File: config.mk
export PLATFORM = sky130hd
export DESIGN_NAME = status_register_hierarchy
export DESIGN_NICKNAME = d
export VERILOG_FILES = /design/src/inc/status_pkg.sv /design/src/core/status_part_set.sv /design/src/core/status_register_hierarchy.sv
export SDC_FILE = /design/constraint.sdc
export NUM_CORES = 1
export LEC_CHECK = 0
export ABC_AREA = 1
export BUFFER_PORTS_ARGS = -buffer_cell sky130_fd_sc_hd__buf_2
export CAP_MARGIN = 20
export CELL_PAD_IN_SITES_DETAIL_PLACEMENT = 1
export CELL_PAD_IN_SITES_GLOBAL_PLACEMENT = 1
export CORE_UTILIZATION = 43
export CTS_CLUSTER_SIZE = 10
export DETAILED_ROUTE_END_ITERATION = 16
export GPL_TIMING_DRIVEN = 1
export PLACE_DENSITY = 0.72
export SYNTH_ARGS = -nofsm -noshare
export SYNTH_HDL_FRONTEND = slang
export SYNTH_SLANG_ARGS = --single-unit
File: constraint.sdc
create_clock -name clk -period 13.7 [get_ports clk]
set_input_delay 2.74 -clock clk [delete_from_list [all_inputs] [get_ports clk]]
set_output_delay 2.74 -clock clk [all_outputs]
set_load 0.01 [all_outputs]
File: src/inc/status_pkg.sv
// Shared constants for the status register hierarchy.
// Assumes one system clock; all users refer to names as status_pkg::name.
package status_pkg;

   // ------------------------------------------------------------
   // Widths and counts
   // ------------------------------------------------------------
   localparam int PART_W   = 16;
   localparam int SRC_W    = PART_W - 1;
   localparam int NUM_SCPI = 3;
   localparam int STD_W    = 8;
   localparam int SBY_W    = 8;
   localparam int SYNC_N   = 3;

   // ------------------------------------------------------------
   // Register and part selectors
   // ------------------------------------------------------------
   typedef enum logic [2:0] {
      SEL_OPER    = 3'h0,
      SEL_QUES    = 3'h1,
      SEL_DEV     = 3'h2,
      SEL_STD     = 3'h3,
      SEL_SUMMARY = 3'h4
   } reg_sel_t;

   typedef enum logic [2:0] {
      PART_LIVE  = 3'h0,
      PART_RISE  = 3'h1,
      PART_FALL  = 3'h2,
      PART_EVENT = 3'h3,
      PART_MASK  = 3'h4
   } part_sel_t;

   // ------------------------------------------------------------
   // Reset values
   // ------------------------------------------------------------
   localparam logic [SRC_W-1:0] RISE_RST     = 15'h7FFF;
   localparam logic [SRC_W-1:0] FALL_RST     = 15'h0000;
   localparam logic [SRC_W-1:0] MASK_RST     = 15'h0000;
   localparam logic [STD_W-1:0] STD_MASK_RST = 8'h00;
   localparam logic [SBY_W-1:0] RQM_RST      = 8'h00;

   // ------------------------------------------------------------
   // Service summary byte bit positions
   // ------------------------------------------------------------
   localparam int SBY_DEV_BIT  = 1;
   localparam int SBY_ERRQ_BIT = 2;
   localparam int SBY_QUES_BIT = 3;
   localparam int SBY_MSG_BIT  = 4;
   localparam int SBY_STD_BIT  = 5;
   localparam int SBY_MST_BIT  = 6;
   localparam int SBY_OPER_BIT = 7;
   localparam logic [SBY_W-1:0] MST_ONLY = 8'h01 << SBY_MST_BIT;

endpackage : status_pkg

File: src/core/status_part_set.sv
// One five-part status register: live, rise, fall, latched event, mask.
// Assumes live inputs are already synchronous to clk.
`timescale 1ns/100ps
module status_part_set #(
   parameter int WIDTH = status_pkg::PART_W
) (
   input  wire logic               clk,
   input  wire logic               rst_n,
   input  wire logic [WIDTH-2:0]   live,
   input  wire logic               wr_rise,
   input  wire logic               wr_fall,
   input  wire logic               wr_mask,
   input  wire logic               rd_event,
   input  wire logic [WIDTH-1:0]   wdata,
   output logic      [WIDTH-2:0]   cond_ff,
   output logic      [WIDTH-2:0]   rise_ff,
   output logic      [WIDTH-2:0]   fall_ff,
   output logic      [WIDTH-2:0]   event_ff,
   output logic      [WIDTH-2:0]   mask_ff,
   output logic      [WIDTH-2:0]   set_ev,
   output logic                    sum
);
   localparam int BW = WIDTH - 1;

   // ------------------------------------------------------------
   // Transition filters
   // ------------------------------------------------------------
   wire [BW-1:0] went_up   = live & ~cond_ff;
   wire [BW-1:0] went_down = ~live & cond_ff;
   wire [BW-1:0] nxt_event;

   assign set_ev    = (went_up & rise_ff) | (went_down & fall_ff);
   assign nxt_event = (rd_event ? '0 : event_ff) | set_ev;
   assign sum       = |(event_ff & mask_ff);

   // ------------------------------------------------------------
   // Storage, top bit never stored
   // ------------------------------------------------------------
   always_ff @(posedge clk or negedge rst_n) begin
      if (!rst_n) begin
         cond_ff  <= '0;
         rise_ff  <= BW'(status_pkg::RISE_RST);
         fall_ff  <= BW'(status_pkg::FALL_RST);
         mask_ff  <= BW'(status_pkg::MASK_RST);
         event_ff <= '0;
      end else begin
         cond_ff  <= live;
         event_ff <= nxt_event;
         if (wr_rise) rise_ff <= wdata[BW-1:0];
         if (wr_fall) fall_ff <= wdata[BW-1:0];
         if (wr_mask) mask_ff <= wdata[BW-1:0];
      end
   end

endmodule : status_part_set

File: src/core/status_register_hierarchy.sv
// Status reporting hierarchy: three five-part registers, a standard
// event latch and the service summary byte with service request.
// Assumes status sources arrive as asynchronous pins and a controller
// drives the command port synchronously to clk.
//
// Overview of operation
// - Each register has five 16-bit parts
// - One source uses one bit in all parts
// - Bit 15 always zero in every part
// - Live bits follow source or lower sum
// - Live part is read-only, unchanged by reads
// - Rising live bit sets event if rise filter
// - Falling live bit sets event if fall filter
// - Rise and fall filters freely readable, writable
// - Event bits stay set until read
// - Event part read-only, cleared by each read
// - Sum is OR of event AND mask
// - Event mask freely readable and writable
// - Sum bit drives a higher live bit
// - Summary byte and request mask at top
// - Summary fed by standard and register sums
// - Rising enabled summary bit raises request
// - Bit 6 is master summary, mask bit ignored
`timescale 1ns/100ps
module status_register_hierarchy #(
   parameter int PART_W = status_pkg::PART_W
) (
   input  wire logic                           clk,
   input  wire logic                           rst_b,
   input  wire logic [status_pkg::SRC_W-1:0]   oper_src,
   input  wire logic [status_pkg::SRC_W-1:0]   ques_src,
   input  wire logic [status_pkg::SRC_W-1:0]   dev_src,
   input  wire logic [status_pkg::STD_W-1:0]   std_event_src,
   input  wire logic                           err_queue_busy,
   input  wire logic                           msg_avail,
   input  wire logic [2:0]                     cmd_sel,
   input  wire logic [2:0]                     cmd_part,
   input  wire logic                           cmd_wr,
   input  wire logic                           cmd_rd,
   input  wire logic [PART_W-1:0]              cmd_wdata,
   output logic      [PART_W-1:0]              rd_data_ff,
   output logic                                rd_valid_ff,
   output logic      [status_pkg::SBY_W-1:0]   summary_byte_ff,
   output logic                                srq_ff
);
   localparam int SRC_W = PART_W - 1;
   localparam int NSC   = status_pkg::NUM_SCPI;
   localparam int STD_W = status_pkg::STD_W;
   localparam int SBY_W = status_pkg::SBY_W;
   localparam int PIN_W = NSC * SRC_W + STD_W + 2;

   // ------------------------------------------------------------
   // Reset release
   // ------------------------------------------------------------
   logic [1:0] rst_sync_ff;
   wire        rst_n = rst_sync_ff[1];

   always_ff @(posedge clk or negedge rst_b) begin
      if (!rst_b) begin
         rst_sync_ff <= 2'h0;
      end else begin
         rst_sync_ff <= {rst_sync_ff[0], 1'b1};
      end
   end

   // ------------------------------------------------------------
   // Pin synchronisers, change taken when stages 2 and 3 agree
   // ------------------------------------------------------------
   wire [PIN_W-1:0] pin_in = {msg_avail, err_queue_busy, std_event_src,
                              dev_src, ques_src, oper_src};
   wire [PIN_W-1:0] pin_stable;

   for (genvar b = 0; b < PIN_W; b++) begin : g_sync
      logic [status_pkg::SYNC_N-1:0] stage_ff;
      logic                          keep_ff;
      always_ff @(posedge clk or negedge rst_n) begin
         if (!rst_n) begin
            stage_ff <= '0;
            keep_ff  <= 1'b0;
         end else begin
            stage_ff <= {stage_ff[1:0], pin_in[b]};
            if (stage_ff[2] == stage_ff[1]) keep_ff <= stage_ff[2];
         end
      end
      assign pin_stable[b] = keep_ff;
   end

   wire [STD_W-1:0] std_stable = pin_stable[NSC*SRC_W +: STD_W];
   wire             errq_stable = pin_stable[NSC*SRC_W + STD_W];
   wire             msg_stable  = pin_stable[NSC*SRC_W + STD_W + 1];

   // ------------------------------------------------------------
   // Command decode
   // ------------------------------------------------------------
   wire part_live  = cmd_part == status_pkg::PART_LIVE;
   wire part_rise  = cmd_part == status_pkg::PART_RISE;
   wire part_fall  = cmd_part == status_pkg::PART_FALL;
   wire part_event = cmd_part == status_pkg::PART_EVENT;
   wire part_mask  = cmd_part == status_pkg::PART_MASK;
   wire sel_std    = cmd_sel == status_pkg::SEL_STD;
   wire sel_sum    = cmd_sel == status_pkg::SEL_SUMMARY;

   // ------------------------------------------------------------
   // Five-part registers, one per status group
   // ------------------------------------------------------------
   logic [SRC_W-1:0]  cond_q  [NSC];
   logic [SRC_W-1:0]  rise_q  [NSC];
   logic [SRC_W-1:0]  fall_q  [NSC];
   logic [SRC_W-1:0]  event_q [NSC];
   logic [SRC_W-1:0]  mask_q  [NSC];
   logic [SRC_W-1:0]  set_q   [NSC];
   logic [NSC-1:0]    sum_bits;
   logic [NSC-1:0]    rd_ev;
   logic [PART_W-1:0] scpi_rd [NSC];

   for (genvar i = 0; i < NSC; i++) begin : g_reg
      wire hit = cmd_sel == 3'(i);
      assign rd_ev[i] = cmd_rd && hit && part_event;
      status_part_set #(.WIDTH(PART_W)) u_part (
         .clk      (clk),
         .rst_n    (rst_n),
         .live     (pin_stable[i*SRC_W +: SRC_W]),
         .wr_rise  (cmd_wr && hit && part_rise),
         .wr_fall  (cmd_wr && hit && part_fall),
         .wr_mask  (cmd_wr && hit && part_mask),
         .rd_event (rd_ev[i]),
         .wdata    (cmd_wdata),
         .cond_ff  (cond_q[i]),
         .rise_ff  (rise_q[i]),
         .fall_ff  (fall_q[i]),
         .event_ff (event_q[i]),
         .mask_ff  (mask_q[i]),
         .set_ev   (set_q[i]),
         .sum      (sum_bits[i])
      );
      assign scpi_rd[i] = {1'b0,
                           part_live  ? cond_q[i]  :
                           part_rise  ? rise_q[i]  :
                           part_fall  ? fall_q[i]  :
                           part_event ? event_q[i] :
                           part_mask  ? mask_q[i]  : SRC_W'(0)};
   end

   // ------------------------------------------------------------
   // Standard event latch and its mask
   // ------------------------------------------------------------
   logic [STD_W-1:0] std_prev_ff;
   logic [STD_W-1:0] std_latch_ff;
   logic [STD_W-1:0] std_mask_ff;
   wire              rd_std = cmd_rd && sel_std && part_event;
   wire [STD_W-1:0]  std_rise = std_stable & ~std_prev_ff;
   wire [STD_W-1:0]  nxt_std_latch = (rd_std ? '0 : std_latch_ff) | std_rise;
   wire              std_sum = |(std_latch_ff & std_mask_ff);

   always_ff @(posedge clk or negedge rst_n) begin
      if (!rst_n) begin
         std_prev_ff  <= '0;
         std_latch_ff <= '0;
         std_mask_ff  <= status_pkg::STD_MASK_RST;
      end else begin
         std_prev_ff  <= std_stable;
         std_latch_ff <= nxt_std_latch;
         if (cmd_wr && sel_std && part_mask)
            std_mask_ff <= cmd_wdata[STD_W-1:0];
      end
   end

   // ------------------------------------------------------------
   // Service summary byte and service request
   // ------------------------------------------------------------
   logic [SBY_W-1:0] rqm_ff;
   logic [SBY_W-1:0] req_prev_ff;
   logic [SBY_W-1:0] sby_low;

   always_comb begin
      sby_low = '0;
      sby_low[status_pkg::SBY_OPER_BIT] = sum_bits[0];
      sby_low[status_pkg::SBY_QUES_BIT] = sum_bits[1];
      sby_low[status_pkg::SBY_DEV_BIT]  = sum_bits[2];
      sby_low[status_pkg::SBY_STD_BIT]  = std_sum;
      sby_low[status_pkg::SBY_ERRQ_BIT] = errq_stable;
      sby_low[status_pkg::SBY_MSG_BIT]  = msg_stable;
   end

   wire [SBY_W-1:0] req_bits = sby_low & rqm_ff & ~status_pkg::MST_ONLY;
   wire             mst      = |req_bits;
   wire [SBY_W-1:0] sby_full = sby_low | (mst ? status_pkg::MST_ONLY : '0);
   wire             nxt_srq  = |(req_bits & ~req_prev_ff);

   always_ff @(posedge clk or negedge rst_n) begin
      if (!rst_n) begin
         rqm_ff          <= status_pkg::RQM_RST;
         req_prev_ff     <= '0;
         summary_byte_ff <= '0;
         srq_ff          <= 1'b0;
      end else begin
         req_prev_ff     <= req_bits;
         summary_byte_ff <= sby_full;
         srq_ff          <= nxt_srq;
         if (cmd_wr && sel_sum && part_mask)
            rqm_ff <= cmd_wdata[SBY_W-1:0] & ~status_pkg::MST_ONLY;
      end
   end

   // ------------------------------------------------------------
   // Read path, one cycle latency
   // ------------------------------------------------------------
   wire [PART_W-1:0] std_rd = part_live  ? PART_W'(std_stable)   :
                              part_event ? PART_W'(std_latch_ff) :
                              part_mask  ? PART_W'(std_mask_ff)  : '0;
   wire [PART_W-1:0] sum_rd = part_live  ? PART_W'(sby_full) :
                              part_mask  ? PART_W'(rqm_ff)   : '0;
   wire [PART_W-1:0] rd_mux = cmd_sel == status_pkg::SEL_OPER ? scpi_rd[0] :
                              cmd_sel == status_pkg::SEL_QUES ? scpi_rd[1] :
                              cmd_sel == status_pkg::SEL_DEV  ? scpi_rd[2] :
                              sel_std ? std_rd :
                              sel_sum ? sum_rd : '0;

   always_ff @(posedge clk or negedge rst_n) begin
      if (!rst_n) begin
         rd_data_ff  <= '0;
         rd_valid_ff <= 1'b0;
      end else begin
         rd_valid_ff <= cmd_rd;
         if (cmd_rd) rd_data_ff <= rd_mux;
      end
   end
endmodule : status_register_hierarchy

# After elaboration in Yosys (flattened, before gate mapping)
# Index checks and enable logic that the tools add are counted.
[totals]
regBits = 511
out_inout_bits = 26
input_bits = 81
elab_cells = 295
[op_classes]
n_eq_ne = 63
bitwise_logic = 35
muxes = 30
reduce_logical = 32
[op_table]
columns = ["cell", "n"]
rows = [
  ["two-way mux 15 bit", 21],
  ["AND 15 bit", 15],
  ["inverter 15 bit", 6],
  ["OR 15 bit", 6],
  ["two-way mux 8 bit", 8],
  ["== test 1 bit", 55],
  ["OR reduction 15 bit", 3],
  ["AND 8 bit", 4],
  ["logical AND 1 bit", 24],
  ["inverter 8 bit", 2],
  ["OR reduction 8 bit", 2],
  ["== test 3 x 2 -> 1 bit, second input constant", 4],
  ["OR 8 x 7 -> 8 bit", 1],
  ["OR 8 bit", 1],
  ["two-way mux 7 bit", 1],
  ["OR reduction 7 bit", 1],
  ["== test 3 x 1 -> 1 bit, second input constant", 2],
  ["== test 3 bit, second input constant", 2],
  ["zero test 3 bit", 2],
]

# Longest topological paths before layout
[logic_depth]
ltp_word = 12
ltp_mapped = 12

# Modules after synthesis
# Synthesis repeated with hierarchy kept, for this count alone.
[hier_totals]
hier_cells = 1943
area_unflattened_um2 = 20773.7
[by_module_without_submodules]
columns = ["module", "cells_per_inst", "seq_area_each_um2", "area_each_um2", "n_inst"]
rows = [
  ["status_register_hierarchy", 1145, 7081.8, 11138.2, 1],
  ["status_part_set", 266, 1895.6, 3211.8, 3],
]

# Worst setup path before layout
# No wires, ideal clock.
[synth_path]
path_kind = "in2reg"
start = "input cmd_part[1]"
end = "register rd_data_ff[4]"
arrival_time_ps = 3719
cell_stages = 11
setup_slack_ps = 9910
cell_sequence = "nor2_2 nand2_2 buf_4 buf_4 o22ai_1 a21oi_1 nand3_1 nand2_1 nand3_1 nor2_1 nor2_1"
[synth_via]
elab_chain_len = 9
[synth_lines]
columns = ["item", "line", "source"]
rows = [
  ["start: declaration", "status_register_hierarchy.sv:37", "input wire logic [2:0] cmd_part,"],
  ["== test 3 bit", "status_register_hierarchy.sv:99", "wire part_mask = cmd_part == status_pkg::PART_MASK;"],
  ["two-way mux 15 bit", "status_register_hierarchy.sv:141", "part_mask ? mask_q[i] : SRC_W'(0)};"],
  ["two-way mux 15 bit", "status_register_hierarchy.sv:140", "part_event ? event_q[i] :"],
  ["two-way mux 15 bit", "status_register_hierarchy.sv:139", "part_fall ? fall_q[i] :"],
  ["two-way mux 15 bit", "status_register_hierarchy.sv:138", "part_rise ? rise_q[i] :"],
  ["two-way mux 15 bit", "status_register_hierarchy.sv:137", "part_live ? cond_q[i] :"],
  ["two-way mux 15 bit", "status_register_hierarchy.sv:215", "cmd_sel == status_pkg::SEL_DEV ? scpi_rd[2] :"],
  ["two-way mux 15 bit", "status_register_hierarchy.sv:214", "cmd_sel == status_pkg::SEL_QUES ? scpi_rd[1] :"],
  ["two-way mux 15 bit (*)", "status_register_hierarchy.sv:213", "wire [PART_W-1:0] rd_mux = cmd_sel == status_pkg::SEL_OPER ? scpi_rd[0] :"],
  ["end signal: assignment", "status_register_hierarchy.sv:225", "if (cmd_rd) rd_data_ff <= rd_mux;"],
  ["end: declaration", "status_register_hierarchy.sv:41", "output logic [PART_W-1:0] rd_data_ff,"],
]
# Every way passes the cells marked *; elsewhere a longest branch is shown, timed or not.
# A chain may end at the register's enable or synchronous reset.

# Worst setup path in the final report
[layout_path]
start = "input cmd_part[2]"
end = "register g_reg[1].u_part.event_ff[8]"
[layout_via]
elab_chain_len = 4
[layout_lines]
columns = ["item", "line", "source"]
rows = [
  ["== test 3 x 2 -> 1 bit", "status_register_hierarchy.sv:98", "wire part_event = cmd_part == status_pkg::PART_EVENT;"],
  ["logical AND 1 bit", "status_register_hierarchy.sv:118", "assign rd_ev[i] = cmd_rd && hit && part_event;"],
  ["two-way mux 15 bit", "status_part_set.sv:33", "assign nxt_event = (rd_event ? '0 : event_ff) | set_ev;"],
  ["OR 15 bit", "status_part_set.sv:33", ""],
  ["named net g_reg[1].u_part.nxt_event[8]", "status_part_set.sv:30", "wire [BW-1:0] nxt_event;"],
  ["end signal: assignment", "status_part_set.sv:48", "event_ff <= nxt_event;"],
  ["end: declaration", "status_part_set.sv:18", "output logic [WIDTH-2:0] event_ff,"],
]
# The timed path passes the listed nets, and every way through them passes these cells.

==> flow_summary.yaml <==
routing:
  drt_iter0_drc: 962
  drtAntennaViolNets: 0
  wire_per_inst_um: 20.5
  drc_errors: 0
  drt-total-wl_um: 51900
  vias: 13500
  drtPass1Iterations: 5
  vias_per_cell: 5.34
synthesis:
  synthFlopType: "dfrtp_1"
  synth-edff-count: 0
  ys_warn_count: 0
  synthesis.area_um2: 19000
  syn_avg_cell_area_um2: 10.6
  ys_async_sr_fraction_pct: 100
  synth.distinct_cells: 38
  syn_inst: 1782
  ys_ff_latch: 508
  yosysSeqAreaShare_pct: 67.3
clocking:
  cts_tree: "yes"
  path_clk_slew_ns: 0.06
  post_cts_buffers: 0
  post_cts_resized: 0
  cts_inserted_buffers: 57
  clock_latency_ns: 0.61
  htreeDepth: 2
  cts_hold_buffers: 0
  cts.sinks: 508
  cts_root_buf: "clkbuf_16"
  cts_buffer_depth: 3
setup_path:
  cp_data_arrival_time_ns: 5.32
  crit_fanout: 27
  crit_required_ns: 14.12
  critPathLaunchType: "primary input"
  rr_endpoint: "g_reg[1].u_part.rise_ff[4]$_DFFE_PN1P_"
  reg2regPathDepth: 5
  worstSetupPathType: "in2reg"
  reg2reg_slack_ns: 10.56
  end_kind: "flip-flop"
  r2r_start: "rst_sync_ff[1]$_DFF_PN0_"
floorplanning:
  rows: 76
  coreArea_um2: 43300
  start_util_pct: 43.8
  die_y_um: 212
  num_io_pins: 107
  fp.dieW_um: 212
  die-area_um2: 45000
status:
  status: "complete, no violations"
sta:
  hold_viol_final: 0
  slew-limit-headroom_pct: 27.7
  slew_violations: 0
  fin_crit_ns: 4.90
  skew_ns: 0.0188
  max_freq_mhz: 204
  rsz0062_at_grt: "no"
  setup_violations: 0
  tightest_slew_ns: 1.08
  post-route-period-util_pct: 35.8
  setup_tns_ns: 0
final_layout:
  fin_nets: 1990
  layout_commonest_cell: "dfrtp_1"
  num_antenna_cells: 0
  n_fill_cell: 4761
  layout-drive-gt1-share_pct: 13.6
  final_cell_mix: "dfrtp_1 (462), nand2_1 (394), inv_1 (152)"
  area_growth_syn_to_layout_pct: 15.2
  fin_area_um2: 21900
job:
  maxCapViolCount: 0
place:
  finalWeightedCongestion: 0.836
  io_buffers: 103
  post_dp_cell_area_um2: 20100
  dpl.hpwl_um: 33500
global_routing:
  overflow: 0
  grt_use_total_pct: 24.2
  grt_pass1_wl_um: 82600
  antenna_found_initial: 2
  grt_max_degree: 83
  grt_pass1_vias: 14600
power:
  netSwitchingFraction_pct: 25.9
  p_switching_w: 0.000904
  power_density_nw_per_um2: 160
  peakVddDrop_mv: 0.108
  p_int_w: 0.00259
  power_leakage_nw: 9.89
  p_seq_share_pct: 51.0
  p_total_w: 0.00350
  p_comb_share_pct: 9.5
  clock_power_share_pct: 39.5
min_path:
  hold_path.class: "reg2async"
## flip-flops by register name, indices dropped and copies added (netlist names)
signal             count
g_sync.stage_ff      165
g_sync.keep_ff        54
g.u_part.cond_ff      45
g.u_part.event_ff     45
g.u_part.fall_ff      45
g.u_part.mask_ff      45
g.u_part.rise_ff      45
rd_data_ff            15
std_latch_ff           8
std_mask_ff            8
std_prev_ff            8
rqm_ff                 7
summary_byte_ff        7
req_prev_ff            6
rst_sync_ff            2
errq_stable            1
rd_valid_ff            1
srq_ff                 1
## worst max-delay path by stage
stage / cells past startpoint / start / endpoint
5_1_grt: 8 / cmd_part[2] / g_reg[1].u_part.event_ff[8]$_DFF_PN0_
4_1_cts: 8 / cmd_part[1] / g_reg[2].u_part.fall_ff[12]$_DFFE_PN0P_
2_1_floorplan: 0 / rst_sync_ff[1]$_DFF_PN0_ / errq_stable$_DFFE_PN0N_
3_3_place_gp: 8 / cmd_part[2] / g_reg[1].u_part.event_ff[10]$_DFF_PN0_
6_report: 8 / cmd_part[2] / g_reg[1].u_part.event_ff[8]$_DFF_PN0_
3_5_place_dp: 8 / cmd_part[2] / g_reg[1].u_part.event_ff[8]$_DFF_PN0_
## power groups by stage
stage	Clock (W)	Sequential, W	Combinational (W)
2_1_floorplan	0	0.00180	0.000199
3_5_place_dp	0	0.00181	0.000324
3_3_place_gp	0	0.00180	0.000309
5_1_grt	0.00147	0.00181	0.000377
6_report	0.00138	0.00178	0.000331
4_1_cts	0.00142	0.00179	0.000327
## kinds of logic after synthesis
group	synth area share, %
AND/OR/NAND/NOR	13.4
flip-flops	67.3
other	0.0396
AO/OA/AOI/OAI	11.4
adder cells (fa/ha/maj)	2.90
buffers and inverters	4.95
## stage by stage
| stage | util (%) | instances | setup WS, ns | hold WS (ns) |
|---|---|---|---|---|
| after floorplan | - | 1783 | 5.47 | 0.331 |
| after global placement | 46.4 | 2429 | 8.32 | 0.332 |
| after detailed placement | 46.5 | 2431 | 8.22 | 0.336 |
| after CTS | 50.3 | 2535 | 8.82 | 0.349 |
| after global routing | 50.5 | 2539 | 8.61 | 0.159 |
| final | 50.5 | 2539 | 8.80 | 0.145 |
## per-layer routing
layer	GRT usage [%]	wire length (µm)	up-vias
met5	0	13	-
met4	10.2	1940	2
met3	4.11	2430	118
met2	39.7	25000	334
met1	31.8	22500	6958
li1	-	-	6136
## synth_stat cells (2+ instances only)
master,number,area [µm²]
nor2_1,131,492
a21boi_1,2,15.0
inv_2,11,41.3
buf_6,2,22.5
clkbuf_1,23,86.3
a31oi_1,3,18.8
o21ai_0,147,736
inv_1,152,571
nor3_2,3,30.0
o211ai_1,27,203
conb_1,2,7.51
a21oi_1,63,315
a211oi_1,12,90.1
buf_2,31,155
nor2_2,5,31.3
nand3b_1,19,143
o2111ai_1,3,26.3
nand2_2,5,31.3
nor2_4,2,22.5
buf_4,8,60.1
nand3_1,56,280
dfstp_2,45,1180
dfrtp_1,463,11600
o21ai_1,46,230
nand2_1,394,1480
o22ai_1,23,144
o311ai_0,13,114
maj3_1,55,551
o221ai_1,27,236
## cell type report
cell class	count	area [µm²]	area share, %
clock buffer	103	1640	7.51
clock inverter	1	16.3	0.0744
inverter	164	616	2.82
multi-input combinational	1047	5270	24.1
sequential	508	12800	58.4
tap	585	732	3.35
timing repair buffer	131	813	3.72
## worst max-delay path, stage by stage
cell and delay (ns):
buf_2 0.15, inv_2 0.09, nand2_2 0.11, nor2_4 0.10, buf_4 0.37, nand2_2 0.52, nor2_2 0.96, o221ai_1 0.24
No activity file was read; power rests on OpenSTA's default activity.
